## src/hw/icm_pkg.sv

```systemverilog
// Package for the internal clock mode controller: register map,
// field positions, reset values, mode codes and bus carriers.
// Assumes a 32-bit APB master with word-aligned byte addresses.
package icm_pkg;

  // ==========================================================
  // Register byte offsets
  localparam logic [3:0] ICM_OFS_CTRL1 = 4'h0;
  localparam logic [3:0] ICM_OFS_CTRL2 = 4'h4;
  localparam logic [3:0] ICM_OFS_TRIM = 4'h8;
  localparam logic [3:0] ICM_OFS_STAT = 4'hc;

  // ==========================================================
  // Field positions
  localparam int ICM_SEL_BIT = 6;
  localparam int ICM_KEEP_BIT = 0;
  localparam int ICM_DIV_LSB = 6;
  localparam int ICM_LP_BIT = 3;
  localparam int ICM_ST_BIT = 2;
  localparam int ICM_FT_BIT = 0;

  // ==========================================================
  // Reset values and counts
  localparam logic [1:0] ICM_DIV_RST = 2'h1;
  localparam logic ICM_SEL_RST = 1'b0;
  localparam logic ICM_LP_RST = 1'b0;
  localparam logic ICM_KEEP_RST = 1'b0;
  localparam logic [7:0] ICM_TRIM_RST = 8'h80;
  localparam logic ICM_FT_RST = 1'b0;
  localparam logic [9:0] ICM_DCO_RST = 10'h200;
  localparam logic [9:0] ICM_DCO_MAX = 10'h3ff;
  localparam logic [10:0] ICM_LOOP_MULT = 11'h200;
  localparam logic [10:0] ICM_FCNT_MAX = 11'h7ff;

  // Source index in the synchroniser vectors
  localparam int ICM_REF = 0;
  localparam int ICM_LOOP = 1;

  // ==========================================================
  // Operating modes
  typedef enum logic [1:0] {
    ICM_LOOP_ENGAGED_INTERNAL_MODE = 2'b00,
    ICM_BYPASS_INTERNAL_MODE = 2'b01,
    ICM_BYPASS_LOW_POWER_MODE = 2'b10,
    ICM_STOP_MODE = 2'b11
  } icm_mode_t;

  // ==========================================================
  // APB carriers
  typedef struct packed {
    logic psel;
    logic penable;
    logic pwrite;
    logic [3:0] paddr;
    logic [31:0] pwdata;
  } icm_apb_req_t;

  typedef struct packed {
    logic [31:0] prdata;
    logic pready;
    logic pslverr;
  } icm_apb_rsp_t;

endpackage

```

## src/hw/icm_clock_ctrl.sv

```systemverilog
// Internal clock mode controller: APB registers, mode selection,
// glitch-free source switch, bus divider and loop frequency control.
// Assumes analog oscillators outside; their outputs arrive as async pins.
//
// Summary of operation
// [RULE1] System clock toggles the bus clock, so bus runs at half its rate.
// [RULE2] Selected source, loop or reference, always passes the divider first.
// [RULE3] Loop control steers oscillator to 512 loop edges per reference period.
// [RULE4] Reference trim is eight coarse bits plus one fine bit.
// [RULE5] A system reset (rst_n) leaves the block in loop engaged mode.
// [RULE6] Loop engaged mode clocks from the loop, regulated by reference.
// [RULE7] Bypass mode keeps loop enabled and regulated, clocks from reference.
// [RULE8] Bypass low power mode disables loop, clocks from reference.
// [RULE9] Stop disables loop and halts the system clock.
// [RULE10] Select bit 6: zero picks loop, one picks reference.
// [RULE11] Keep-alive bit 0 keeps the reference running in stop.
// [RULE12] Divider bits 7:6 divide by 1,2,4,8; resets to divide by 2.
// [RULE13] Low power bit 3 disables the loop in bypass modes.
// [RULE14] Coarse trim bits 7:0, larger value gives longer period.
// [RULE15] Fine trim bit 0 makes the smallest period step.
// [RULE16] Status bit 2 shows source really in use, after synchronising.
// [RULE17] Select one with low power zero gives bypass, both one low power.
// [RULE18] Wake from stop returns to the mode held before stop.
// [RULE19] Divider writes act at once on the running count.
// [RULE20] Trim values survive every system reset.
// [RULE21] Unused register bits read zero and ignore writes.
`timescale 1ns/1ps

module icm_clock_ctrl (
  // Clock and resets
  input wire logic clock,
  input wire logic rst_n,
  input wire logic por_n,
  // APB slave
  input wire icm_pkg::icm_apb_req_t apb_req,
  output icm_pkg::icm_apb_rsp_t apb_rsp,
  // Chip power state
  input wire logic stop_req,
  // Oscillator outputs, asynchronous
  input wire logic ref_osc_in,
  input wire logic loop_osc_in,
  // Clock outputs
  output logic system_clock_out,
  output logic bus_clock_out,
  // Analog controls
  output logic loop_enable,
  output logic ref_enable,
  output logic [9:0] dco_ctrl,
  output logic [8:0] ref_trim,
  output icm_pkg::icm_mode_t clock_mode
);
  import icm_pkg::*;

  // ==========================================================
  // State
  typedef struct packed {
    icm_apb_rsp_t rsp;
    logic clock_source_select;
    logic reference_stop_keepalive;
    logic [1:0] bus_divider_select;
    logic loop_low_power_disable;
    icm_mode_t mode;
    logic [1:0] sy1;
    logic [1:0] sy2;
    logic [1:0] sy3;
    logic [1:0] lvl;
    logic active_src;
    logic [2:0] div_cnt;
    logic sys_clk;
    logic bus_clk;
    logic loop_en;
    logic ref_en;
    logic [10:0] fcnt;
    logic [9:0] controlled_oscillator_output;
  } icm_state_t;

  icm_state_t s_q;
  icm_state_t s_d;
  logic [8:0] trim_word;
  logic trim_we;
  logic fine_we;

  // ==========================================================
  // Decoding helpers
  function automatic logic hit(input logic [3:0] addr, input logic [3:0] ofs);
    hit = (addr == ofs);
  endfunction

  function automatic logic [2:0] half_count(input logic [1:0] div);
    unique case (div)
      2'h0: half_count = 3'h0;
      2'h1: half_count = 3'h1;
      2'h2: half_count = 3'h3;
      2'h3: half_count = 3'h7;
    endcase
  endfunction

  function automatic logic [7:0] read_byte(input icm_state_t s, input logic [3:0] addr,
                                           input logic [8:0] tw);
    logic [7:0] r;
    r = 8'h00;
    if (hit(addr, ICM_OFS_CTRL1))
    begin
      r[ICM_SEL_BIT] = s.clock_source_select;
      r[ICM_KEEP_BIT] = s.reference_stop_keepalive;
    end
    if (hit(addr, ICM_OFS_CTRL2))
    begin
      r[ICM_DIV_LSB +: 2] = s.bus_divider_select;
      r[ICM_LP_BIT] = s.loop_low_power_disable;
    end
    if (hit(addr, ICM_OFS_TRIM))
    begin
      r = tw[8:1];
    end
    if (hit(addr, ICM_OFS_STAT))
    begin
      r[ICM_ST_BIT] = s.active_src;
      r[ICM_FT_BIT] = tw[0];
    end
    read_byte = r;
  endfunction

  // ==========================================================
  // Next state
  logic acc;
  logic wr;
  logic [1:0] evt;
  logic [1:0] rise;
  logic mapped;

  always_comb
  begin
    s_d = s_q;
    evt = 2'b00;
    rise = 2'b00;
    trim_we = 1'b0;
    fine_we = 1'b0;
    acc = apb_req.psel && apb_req.penable;
    wr = acc && s_q.rsp.pready && apb_req.pwrite;
    mapped = hit(apb_req.paddr, ICM_OFS_CTRL1) || hit(apb_req.paddr, ICM_OFS_CTRL2) ||
             hit(apb_req.paddr, ICM_OFS_TRIM) || hit(apb_req.paddr, ICM_OFS_STAT);

    // Bus handshake, one wait state
    s_d.rsp.pready = acc && !s_q.rsp.pready;
    s_d.rsp.pslverr = acc && !s_q.rsp.pready && !mapped;
    if (acc && !s_q.rsp.pready)
    begin
      s_d.rsp.prdata = {24'h000000, read_byte(s_q, apb_req.paddr, trim_word)}; // see [RULE21]
    end

    // Register writes; unused bits dropped
    if (wr && hit(apb_req.paddr, ICM_OFS_CTRL1))
    begin
      s_d.clock_source_select = apb_req.pwdata[ICM_SEL_BIT]; // see [RULE10]
      s_d.reference_stop_keepalive = apb_req.pwdata[ICM_KEEP_BIT]; // see [RULE11]
    end
    if (wr && hit(apb_req.paddr, ICM_OFS_CTRL2))
    begin
      s_d.bus_divider_select = apb_req.pwdata[ICM_DIV_LSB +: 2]; // see [RULE12]
      s_d.loop_low_power_disable = apb_req.pwdata[ICM_LP_BIT]; // see [RULE13]
    end
    trim_we = wr && hit(apb_req.paddr, ICM_OFS_TRIM); // see [RULE14]
    fine_we = wr && hit(apb_req.paddr, ICM_OFS_STAT); // see [RULE15]

    // Mode follows registers; stop leaves them intact for wakeup
    if (stop_req)
    begin
      s_d.mode = ICM_STOP_MODE; // see [RULE9] see [RULE18]
    end
    else if (!s_q.clock_source_select)
    begin
      s_d.mode = ICM_LOOP_ENGAGED_INTERNAL_MODE; // see [RULE6]
    end
    else if (s_q.loop_low_power_disable)
    begin
      s_d.mode = ICM_BYPASS_LOW_POWER_MODE; // see [RULE17] see [RULE8]
    end
    else
    begin
      s_d.mode = ICM_BYPASS_INTERNAL_MODE; // see [RULE17] see [RULE7]
    end

    unique case (s_d.mode)
      ICM_LOOP_ENGAGED_INTERNAL_MODE:
      begin
        s_d.loop_en = 1'b1;
        s_d.ref_en = 1'b1;
      end
      ICM_BYPASS_INTERNAL_MODE:
      begin
        s_d.loop_en = 1'b1; // see [RULE7] see [RULE13]
        s_d.ref_en = 1'b1;
      end
      ICM_BYPASS_LOW_POWER_MODE:
      begin
        s_d.loop_en = 1'b0; // see [RULE8] see [RULE13]
        s_d.ref_en = 1'b1;
      end
      ICM_STOP_MODE:
      begin
        s_d.loop_en = 1'b0; // see [RULE9]
        s_d.ref_en = s_q.reference_stop_keepalive; // see [RULE11]
      end
    endcase

    // Oscillator synchronisers; a level counts once stages two and three agree
    s_d.sy1 = {loop_osc_in, ref_osc_in};
    s_d.sy2 = s_q.sy1;
    s_d.sy3 = s_q.sy2;
    for (int i = 0; i < 2; i++)
    begin
      if (s_q.sy2[i] == s_q.sy3[i])
      begin
        s_d.lvl[i] = s_q.sy3[i];
      end
      evt[i] = s_d.lvl[i] != s_q.lvl[i];
      rise[i] = s_d.lvl[i] && !s_q.lvl[i];
    end

    // Divider on both edges of the active source; halted in stop
    if (s_q.mode != ICM_STOP_MODE && evt[s_q.active_src ? ICM_REF : ICM_LOOP])
    begin
      if (s_q.div_cnt >= half_count(s_q.bus_divider_select)) // see [RULE19] see [RULE2]
      begin
        s_d.div_cnt = 3'h0;
        s_d.sys_clk = !s_q.sys_clk; // see [RULE12]
        // Swap source only as the output falls, so no runt pulse
        if (s_q.sys_clk && s_q.active_src != s_q.clock_source_select)
        begin
          s_d.active_src = s_q.clock_source_select; // see [RULE16] see [RULE10]
        end
      end
      else
      begin
        s_d.div_cnt = s_q.div_cnt + 3'h1;
      end
    end
    if (s_d.sys_clk && !s_q.sys_clk)
    begin
      s_d.bus_clk = !s_q.bus_clk; // see [RULE1]
    end

    // Frequency lock: count loop edges per reference period
    if (s_q.loop_en)
    begin
      if (rise[ICM_REF])
      begin
        s_d.fcnt = 11'h000;
        if (s_q.fcnt < ICM_LOOP_MULT && s_q.controlled_oscillator_output != ICM_DCO_MAX)
        begin
          s_d.controlled_oscillator_output = s_q.controlled_oscillator_output + 10'h001; // see [RULE3]
        end
        else if (s_q.fcnt > ICM_LOOP_MULT && s_q.controlled_oscillator_output != 10'h000)
        begin
          s_d.controlled_oscillator_output = s_q.controlled_oscillator_output - 10'h001; // see [RULE3]
        end
      end
      else if (rise[ICM_LOOP] && s_q.fcnt != ICM_FCNT_MAX)
      begin
        s_d.fcnt = s_q.fcnt + 11'h001;
      end
    end
    else
    begin
      s_d.fcnt = 11'h000;
    end
  end

  // ==========================================================
  // Registers
  always_ff @(posedge clock or negedge rst_n)
  begin
    if (!rst_n)
    begin
      s_q.rsp <= '0;
      s_q.clock_source_select <= ICM_SEL_RST;
      s_q.reference_stop_keepalive <= ICM_KEEP_RST;
      s_q.bus_divider_select <= ICM_DIV_RST; // see [RULE12]
      s_q.loop_low_power_disable <= ICM_LP_RST;
      s_q.mode <= ICM_LOOP_ENGAGED_INTERNAL_MODE; // see [RULE5]
      s_q.sy1 <= 2'b00;
      s_q.sy2 <= 2'b00;
      s_q.sy3 <= 2'b00;
      s_q.lvl <= 2'b00;
      s_q.active_src <= ICM_SEL_RST;
      s_q.div_cnt <= 3'h0;
      s_q.sys_clk <= 1'b0;
      s_q.bus_clk <= 1'b0;
      s_q.loop_en <= 1'b1;
      s_q.ref_en <= 1'b1;
      s_q.fcnt <= 11'h000;
      s_q.controlled_oscillator_output <= ICM_DCO_RST;
    end
    else
    begin
      s_q <= s_d;
    end
  end

  // Trim held on power-on reset only
  icm_trim_store u_trim (
    .clock(clock),
    .por_n(por_n), // see [RULE20]
    .trim_we(trim_we),
    .fine_we(fine_we),
    .wdata(apb_req.pwdata[7:0]),
    .trim_word(trim_word) // see [RULE4]
  );

  assign apb_rsp = s_q.rsp;
  assign system_clock_out = s_q.sys_clk;
  assign bus_clock_out = s_q.bus_clk;
  assign loop_enable = s_q.loop_en;
  assign ref_enable = s_q.ref_en;
  assign dco_ctrl = s_q.controlled_oscillator_output;
  assign ref_trim = trim_word;
  assign clock_mode = s_q.mode;
endmodule

```

## src/hw/icm_trim_store.sv

```systemverilog
// Trim storage for the internal reference: eight coarse bits and one
// fine bit. Reset only by power-on, so system resets keep the trim.
`timescale 1ns/1ps

module icm_trim_store (
  // Clock and power-on reset
  input wire logic clock,
  input wire logic por_n,
  // Write strobes and data
  input wire logic trim_we,
  input wire logic fine_we,
  input wire logic [7:0] wdata,
  // Stored trim, {coarse, fine}
  output logic [8:0] trim_word
);
  import icm_pkg::*;

  typedef struct packed {
    logic [7:0] trim;
    logic fine;
  } icm_trim_t;

  icm_trim_t s_q;
  icm_trim_t s_d;

  always_comb
  begin
    s_d = s_q;
    if (trim_we)
    begin
      s_d.trim = wdata;
    end
    if (fine_we)
    begin
      s_d.fine = wdata[ICM_FT_BIT];
    end
  end

  always_ff @(posedge clock or negedge por_n)
  begin
    if (!por_n)
    begin
      s_q.trim <= ICM_TRIM_RST;
      s_q.fine <= ICM_FT_RST;
    end
    else
    begin
      s_q <= s_d;
    end
  end

  assign trim_word = {s_q.trim, s_q.fine};

endmodule

```

## config.mk

```make
export PLATFORM = sky130hd
export DESIGN_NAME = icm_clock_ctrl
export DESIGN_NICKNAME = d
export VERILOG_FILES = /design/src/hw/icm_pkg.sv /design/src/hw/icm_clock_ctrl.sv /design/src/hw/icm_trim_store.sv
export SDC_FILE = /design/constraint.sdc
export NUM_CORES = 1
export LEC_CHECK = 0
export BUFFER_PORTS_ARGS = -buffer_cell sky130_fd_sc_hd__buf_2
export CORE_MARGIN = 2
export CORE_UTILIZATION = 30
export CTS_CLUSTER_DIAMETER = 30
export CTS_CLUSTER_SIZE = 25
export DETAILED_ROUTE_END_ITERATION = 10
export GPL_TIMING_DRIVEN = 0
export HOLD_SLACK_MARGIN = 0.12
export SLEW_MARGIN = 20
export SYNTH_ARGS = -nofsm -noshare
export SYNTH_HDL_FRONTEND = slang
export SYNTH_SLANG_ARGS = --single-unit
```

## constraint.sdc

```tcl
create_clock -name clock -period 7.42 [get_ports clock]
set_input_delay 1.113 -clock clock [delete_from_list [all_inputs] [get_ports clock]]
set_output_delay 1.113 -clock clock [all_outputs]
set_load 0.01 [all_outputs]
```

==> metrics.yaml, run 1 <==
logic_synthesis:
  synth_ff_type: "dfrtp_1"
  syn_inst: 329
  synth_compound_area_share_pct: 9.14
  postSynthAreaPerCell_um2: 10.5
  synth_cell_types: 49
  yosysWarnings: 0
  ys_seq_area_share_pct: 45.9
  synth_edf_count: 0
  ys_async_sr_fraction_pct: 100
  synth-xor-area-share_pct: 4.57
  synthMuxAreaShare_pct: 7.80
  synth-seq-cells: 63
  synth_top_family_by_area: "simple AND/OR/NAND/NOR gates"
  yosys.area_share.adder_pct: 6.96
  syn_area_um2: 3450
  synth-simple-area-share_pct: 13.7
route:
  drc: 0
  drt_iter0_drc: 73
  via_count: 2538
  antenna_left: 0
  wl_per_cell_um: 11.9
  viasPerCell: 4.48
  routed_wirelength_um: 6730
  drt_pre_antenna_iters: 4
setup_path:
  startpoint: "dco_ctrl[9]"
  r2r-end: "dco_ctrl[8]"
  reg2reg_depth: 9
  crit_fanout: 10
  r2r-start: "dco_ctrl[9]"
  setup.worst_path.end: "dco_ctrl[8]"
  regToRegSetupSlack_ns: 4.26
  required_ns: 7.63
  crit_type: "flip-flop to flip-flop"
  arrival_ns: 3.37
  endpoint_kind: "flip-flop"
  crit_path_start_kind: "flip-flop"
power:
  p_leak_nw: 2.22
  irDropWorstVdd_mv: 0.131
  total_power_mw: 1.07
  powerDensity_nw_per_um2: 248
placement:
  hpwl_um: 5090
  gp_congestion: 0.826
  place_area_um2: 4000
  place.port_buffers: 55
clock_network:
  cts_tree: "done"
  clock_latency_ns: 0.33
  h-tree-depth: 3
  post_cts_resized: 0
  clockRootBuffer: "clkbuf_16"
  postCtsSetupBuffers: 0
  clk_pin_slew_ns: 0.06
  hold_buffers: 0
  cts.path.max_buffers: 2
  cts_buffers: 9
  clkSinkCount: 63
finish:
  design_area_um2: 4300
  nNetsFinal: 480
  area.growth.synth_to_final_pct: 24.6
  regArea_um2: 1580
  final_util_pct: 38.0
  multiInputGateArea_um2: 1550
  drive_above_1_share_pct: 35.2
  fillCellCount: 1153
  n_antenna_cell: 0
global_route:
  grt_usage_pct: 11.2
  grt_max_degree: 55
  grt_pass1_vias: 2400
  grt_pass1_wl_um: 11400
  overflow: 0
  grt_antenna_before_repair: 0
sta:
  finalSetupViolCount: 0
  finalSetupTns_ns: 0
  period_share_pct: 42.6
  hold_viol: 0
  worst_slew_pin_slew_ns: 0.828
  period_needed_ns: 3.16
  slew_headroom_pct: 44.4
  fmax_ghz: 0.317
  drv_slew: 0
  rsz0062_at_grt: "false"
  skew_ns: 0.0135
floorplanning:
  die_w_um: 111
  start_util_pct: 30.5
  die_h_um: 111
  core_um2: 11300
  io_pins: 104
  num_rows: 39
  die-area_um2: 12400
min_path:
  min_path_type: "flip-flop to flip-flop"
run_status:
  outcome: "completed"
run:
  cap_violations: 0
==> Yosys cell counts, types with 2 or more instances <==
cell / number / area share, %
xnor2_1: 8 / 2.0
mux2_2: 19 / 6.2
xor2_1: 10 / 2.5
o21ai_0: 11 / 1.6
dfstp_2: 5 / 3.8
ha_1: 16 / 5.8
nand4_1: 7 / 1.3
dfrtp_1: 58 / 42
nor2b_1: 4 / 0.73
a32oi_1: 2 / 0.51
a21oi_2: 2 / 0.51
clkbuf_1: 3 / 0.33
maj3_1: 2 / 0.58
nand3_1: 9 / 1.3
mux2i_1: 4 / 1.2
a21o_1: 5 / 1.1
buf_4: 46 / 10
nand2b_1: 3 / 0.54
a21oi_1: 12 / 1.7
inv_1: 14 / 1.5
a22o_1: 2 / 0.51
o21a_1: 2 / 0.44
nor4_1: 3 / 0.54
nor2_1: 20 / 2.2
a31oi_1: 3 / 0.54
o31ai_1: 2 / 0.44
nor3_1: 3 / 0.44
and4_1: 2 / 0.51
nand3b_1: 2 / 0.44
nand2_1: 31 / 3.4
==> state kept, by name, summed over array words and instances, names as in the netlist <==
| name | cells |
|---|---|
| system_clock_out | 1 |
| clock_mode | 2 |
| s_d | 4 |
| ref_enable | 1 |
| bus_clock_out | 1 |
| s_q | 24 |
| apb_rsp | 10 |
| u_trim.trim_word | 9 |
| loop_enable | 1 |
| dco_ctrl | 10 |
==> worst max-delay path: stages, from the launching register on <==
cell     delay (ns)
dfstp_2        0.56
nand2_1        0.07
o31ai_2        0.74
ha_1           0.41
nor2b_4        0.15
o31a_1         0.27
a311o_1        0.37
a21oi_2        0.15
xnor2_1        0.08
mux2_4         0.26
==> through the flow <==
step / instances / setup WS (ns) / hold WS [ns]
after CTS: 566 / 4.28 / 0.357
after detailed placement: 550 / 4.27 / 0.338
after global placement: 550 / 3.93 / 0.336
after global routing: 566 / 4.11 / 0.363
final: 566 / 4.26 / 0.356
after floorplan: 352 / 4.30 / 0.331
==> metal layers <==
metal	track usage (%)	up-vias	wire length, um
met2	18.7	72	3240
met4	2.47	0	48
met1	14.0	1203	3020
li1	-	1256	-
met3	3.94	7	414
met5	0	-	0
==> final cells by class <==
class / count / share of cell area, %
Clock buffer: 11 / 5.65
Sequential cell: 63 / 36.8
Timing Repair Buffer: 55 / 6.46
Clock inverter: 5 / 1.34
Tap cell: 143 / 4.16
Multi-Input combinational cell: 226 / 36.0
Buffer: 49 / 8.30
Inverter: 14 / 1.22
==> cells by family (layout without fill, tap and decap cells) <==
group | count (synthesis) | after routing
AO/OA/AOI/OAI | 48 | 48
XOR/XNOR | 18 | 18
adder cells (fa/ha/maj) | 19 | 19
buffers and inverters | 63 | 134
flip-flops | 63 | 63
multiplexers | 24 | 24
other | 1 | 24
AND/OR/NAND/NOR | 93 | 93
==> layout by cell type, fill, tap and decap left out, types with 4 or more instances in the layout <==
master     count
xnor2_1        8
buf_4         47
a21oi_1       12
buf_2         54
nand2_1       31
nand4_1        7
ha_1          16
a21o_1         5
nand3_1        9
mux2i_1        4
xor2_1        10
dfrtp_1       58
mux2_2        19
nor2b_1        4
o21ai_0       11
dfstp_2        5
nor2_1        20
conb_1        24
clkbuf_16      9
inv_1         14
clkbuf_1       4
==> report_power, final <==
part	internal, mW	total, mW	switching [mW]
sequential	0.381	0.417	0.0361
clock	0.270	0.423	0.153
combinational	0.113	0.228	0.115
total	0.763	1.07	0.304
==> worst min-delay path by stage <==
stage	startpoint	end	slack, ns	depth (start not counted)
finish	s_d[34]	s_d[32]	0.36	0
floorplan	s_d[33]	s_d[31]	0.33	0
detailed placement	s_d[34]	s_d[32]	0.34	0
global route	s_d[34]	s_d[32]	0.36	0
CTS	s_d[33]	s_d[31]	0.36	0
global placement	s_d[34]	s_d[32]	0.34	0
Power figures use the tool's default switching activity.
==> inputs of run 2 (changes only) <==
--- a/config.mk
+++ b/config.mk
@@ -5,6 +5,7 @@
 export SDC_FILE = /design/constraint.sdc
 export NUM_CORES = 1
 export LEC_CHECK = 0
+export ABC_AREA = 1
 export BUFFER_PORTS_ARGS = -buffer_cell sky130_fd_sc_hd__buf_2
 export CORE_MARGIN = 2
 export CORE_UTILIZATION = 30
==> constraint.sdc (replaced) <==
create_clock -name clock -period 3.05 [get_ports clock]
set_input_delay 0.4575 -clock clock [delete_from_list [all_inputs] [get_ports clock]]
set_output_delay 0.4575 -clock clock [all_outputs]
set_load 0.01 [all_outputs]
==> run 2 against run 1 <==
  * Setup slack got worse by 3.6 ns
  * Highest routed layer unchanged
  * Critical endpoint unchanged
  * Combinational power increased by 100%
  * Largest power group unchanged
  * Final cell count rose by 28%
  * Wire length up 14%
==> metrics.yaml, run 2 <==
run_status:
  outcome: "completed"
setup_path:
  setup.worst_path.end: "dco_ctrl[8]"
  crit_fanout: 12
  r2r-start: "dco_ctrl[9]"
  crit_type: "flip-flop to flip-flop"
  endpoint_kind: "flip-flop"
  critPathTopFamily: "simple AND/OR/NAND/NOR gates"
  crit_chain: "nand2_1, nor2_1, nand3_1, nand2_2, inv_1, fa_1, inv_1, nand3_1, nand2_1, nand4_1, nand3_1, nand2_1, nand2_1, nand2_1"
  cp.depth: 14
  cpPeakStageDelay_ns: 0.58
  regToRegSetupSlack_ns: 0.66
  reg2reg_depth: 14
  crit_top_cell: "nand2_1"
  slowest_stage: "dfstp_2"
  cp_num_buf_inv: 2
  arrival_ns: 2.60
  startpoint: "dco_ctrl[9]"
  r2r-end: "dco_ctrl[8]"
  crit_path_start_kind: "flip-flop"
  required_ns: 3.26
logic_synthesis:
  synth_area_leaders: "dfrtp_1 39%, nand2_1 13%, buf_4 9.3%"
  synth_commonest_cells: "124 x nand2_1, 58 x dfrtp_1, 56 x inv_1"
  syn_area_um2: 3720
  synth-xor-area-share_pct: 1.41
  ys_async_sr_fraction_pct: 100
  synth_cell_types: 40
  yosysMostFrequentCell: "nand2_1"
  synth_edf_count: 0
  synthMuxAreaShare_pct: 1.41
  synth_compound_area_share_pct: 7.30
  synth-seq-cells: 63
  synth_ff_type: "dfrtp_1"
  yosys.area_share.adder_pct: 6.46
  synth_top_area_share_pct: 39.0
  synth-simple-area-share_pct: 24.6
  synth_top_family_by_area: "simple AND/OR/NAND/NOR gates"
  syn_inst: 460
  synth_area_leader_cell: "dfrtp_1"
  ys_seq_area_share_pct: 42.5
  yosysWarnings: 0
  postSynthAreaPerCell_um2: 8.09
global_route:
  overflow: 0
  grt_antenna_before_repair: 0
  grt_pass1_vias: 2965
  grt_usage_pct: 12.3
  grt_max_degree: 55
  grt_pass1_wl_um: 13100
placement:
  place_area_um2: 4300
  dpl.cell_count: 706
  gp_congestion: 0.841
  place.port_buffers: 55
  dp_slack_ns: 0.691
  hpwl_um: 5850
route:
  antenna_left: 0
  routed_wirelength_um: 7700
  wl_per_cell_um: 10.6
  drc: 0
  drt_pre_antenna_iters: 5
  via_count: 3038
  viasPerCell: 4.20
  drt_iter0_drc: 111
floorplanning:
  die_w_um: 115
  start_util_pct: 30.9
  die-area_um2: 13300
  io_pins: 104
  core_um2: 12100
  die_h_um: 115
  num_rows: 40
clock_network:
  clk_pin_slew_ns: 0.06
  postCtsSetupBuffers: 0
  cts_tree: "done"
  cts.path.max_buffers: 2
  clkSinkCount: 63
  clockRootBuffer: "clkbuf_16"
  hold_buffers: 1
  post_cts_resized: 0
  h-tree-depth: 3
  cts_buffers: 9
  clock_latency_ns: 0.32
power:
  total_power_mw: 2.47
  intPower_mw: 1.78
  swShare_pct: 28.0
  irDropWorstVdd_mv: 0.226
  p_leak_nw: 2.51
  comb_power_share_pct: 18.4
  power.switching_mw: 0.693
  power.share.clock_pct: 42.2
  powerDensity_nw_per_um2: 536
  seq_power_share_pct: 39.5
finish:
  drive_above_1_share_pct: 26.5
  n_antenna_cell: 0
  nNetsFinal: 612
  final_common_cell: "nand2_1"
  largest_register_ffs: 24
  layout_common_cells: "124 x nand2_1, 58 x dfrtp_1, 56 x inv_1, 55 x buf_2, 47 x buf_4"
  instances_no_fill: 723
  max_flop_register: "s_q"
  design_area_um2: 4610
  area.growth.synth_to_final_pct: 24.0
sta:
  fin_ws_ns: 0.663
  drv_slew: 0
  slew_headroom_pct: 54.2
  rsz0062_at_grt: "false"
  worst_slew_pin_slew_ns: 0.687
  fmax_ghz: 0.419
  finalSetupTns_ns: 0
  skew_ns: 0.00587
  period_needed_ns: 2.39
  hold_viol: 0
  period_share_pct: 78.3
  finalSetupViolCount: 0
run:
  cap_violations: 0
min_path:
  min_path_type: "input port to async pin"
run 2: layout make-up:
class	count	area (um^2)
fill	1234	7450
clock inverter	5	56.3
clock buffer	11	253
timing repair buffer	56	288
multi-input combinational	311	1620
inverter	60	229
buffer	49	373
sequential	63	1580
tap	168	210
run 2: worst min-delay path by stage:
stage,from,endpoint,slack (ns),cells past startpoint
global route,ref_osc_in,s_d[33],0.23,1
CTS,rst_n,apb_rsp[6],0.21,1
global placement,por_n,u_trim.trim_word[3],0.32,1
floorplan,rst_n,apb_rsp[0],0.16,0
detailed placement,por_n,u_trim.trim_word[4],0.32,1
finish,rst_n,apb_rsp[6],0.17,1
run 2: per-stage QoR:
step           hold slack (ns)  util (%)
6_report                 0.169      38.3
4_1_cts                  0.208      38.3
3_3_place_gp             0.321      35.6
5_1_grt                  0.232      38.3
3_5_place_dp             0.325      35.6
2_1_floorplan            0.162         -
run 2: cell families (layout without fill, tap and decap cells):
| family | Yosys count | after routing |
|---|---|---|
| simple gates | 207 | 207 |
| buf+inv | 109 | 181 |
| flops | 63 | 63 |
| compound gates | 51 | 51 |
| fa+ha+maj | 19 | 19 |
| xor+xnor | 6 | 6 |
| mux | 4 | 4 |
| other cells | 1 | 24 |
run 2: routing by layer:
metal,vias to the layer above,global-route usage (%),routed length (um),share of wire [%]
met1,1378,15.4,3550,46
li1,1571,-,-,-
met2,79,20.7,3590,47
met4,0,3.13,91,1.2
met3,10,3.58,462,6.0
met5,-,0,0,0
run 2: power groups by stage:
stage	registers (mW)	clock network, mW	logic [mW]
after CTS	0.978	1.07	0.463
after detailed placement	0.992	0	0.461
after floorplan	0.983	0	0.314
after global placement	0.989	0	0.449
final	0.977	1.04	0.455
after global routing	0.992	1.11	0.527
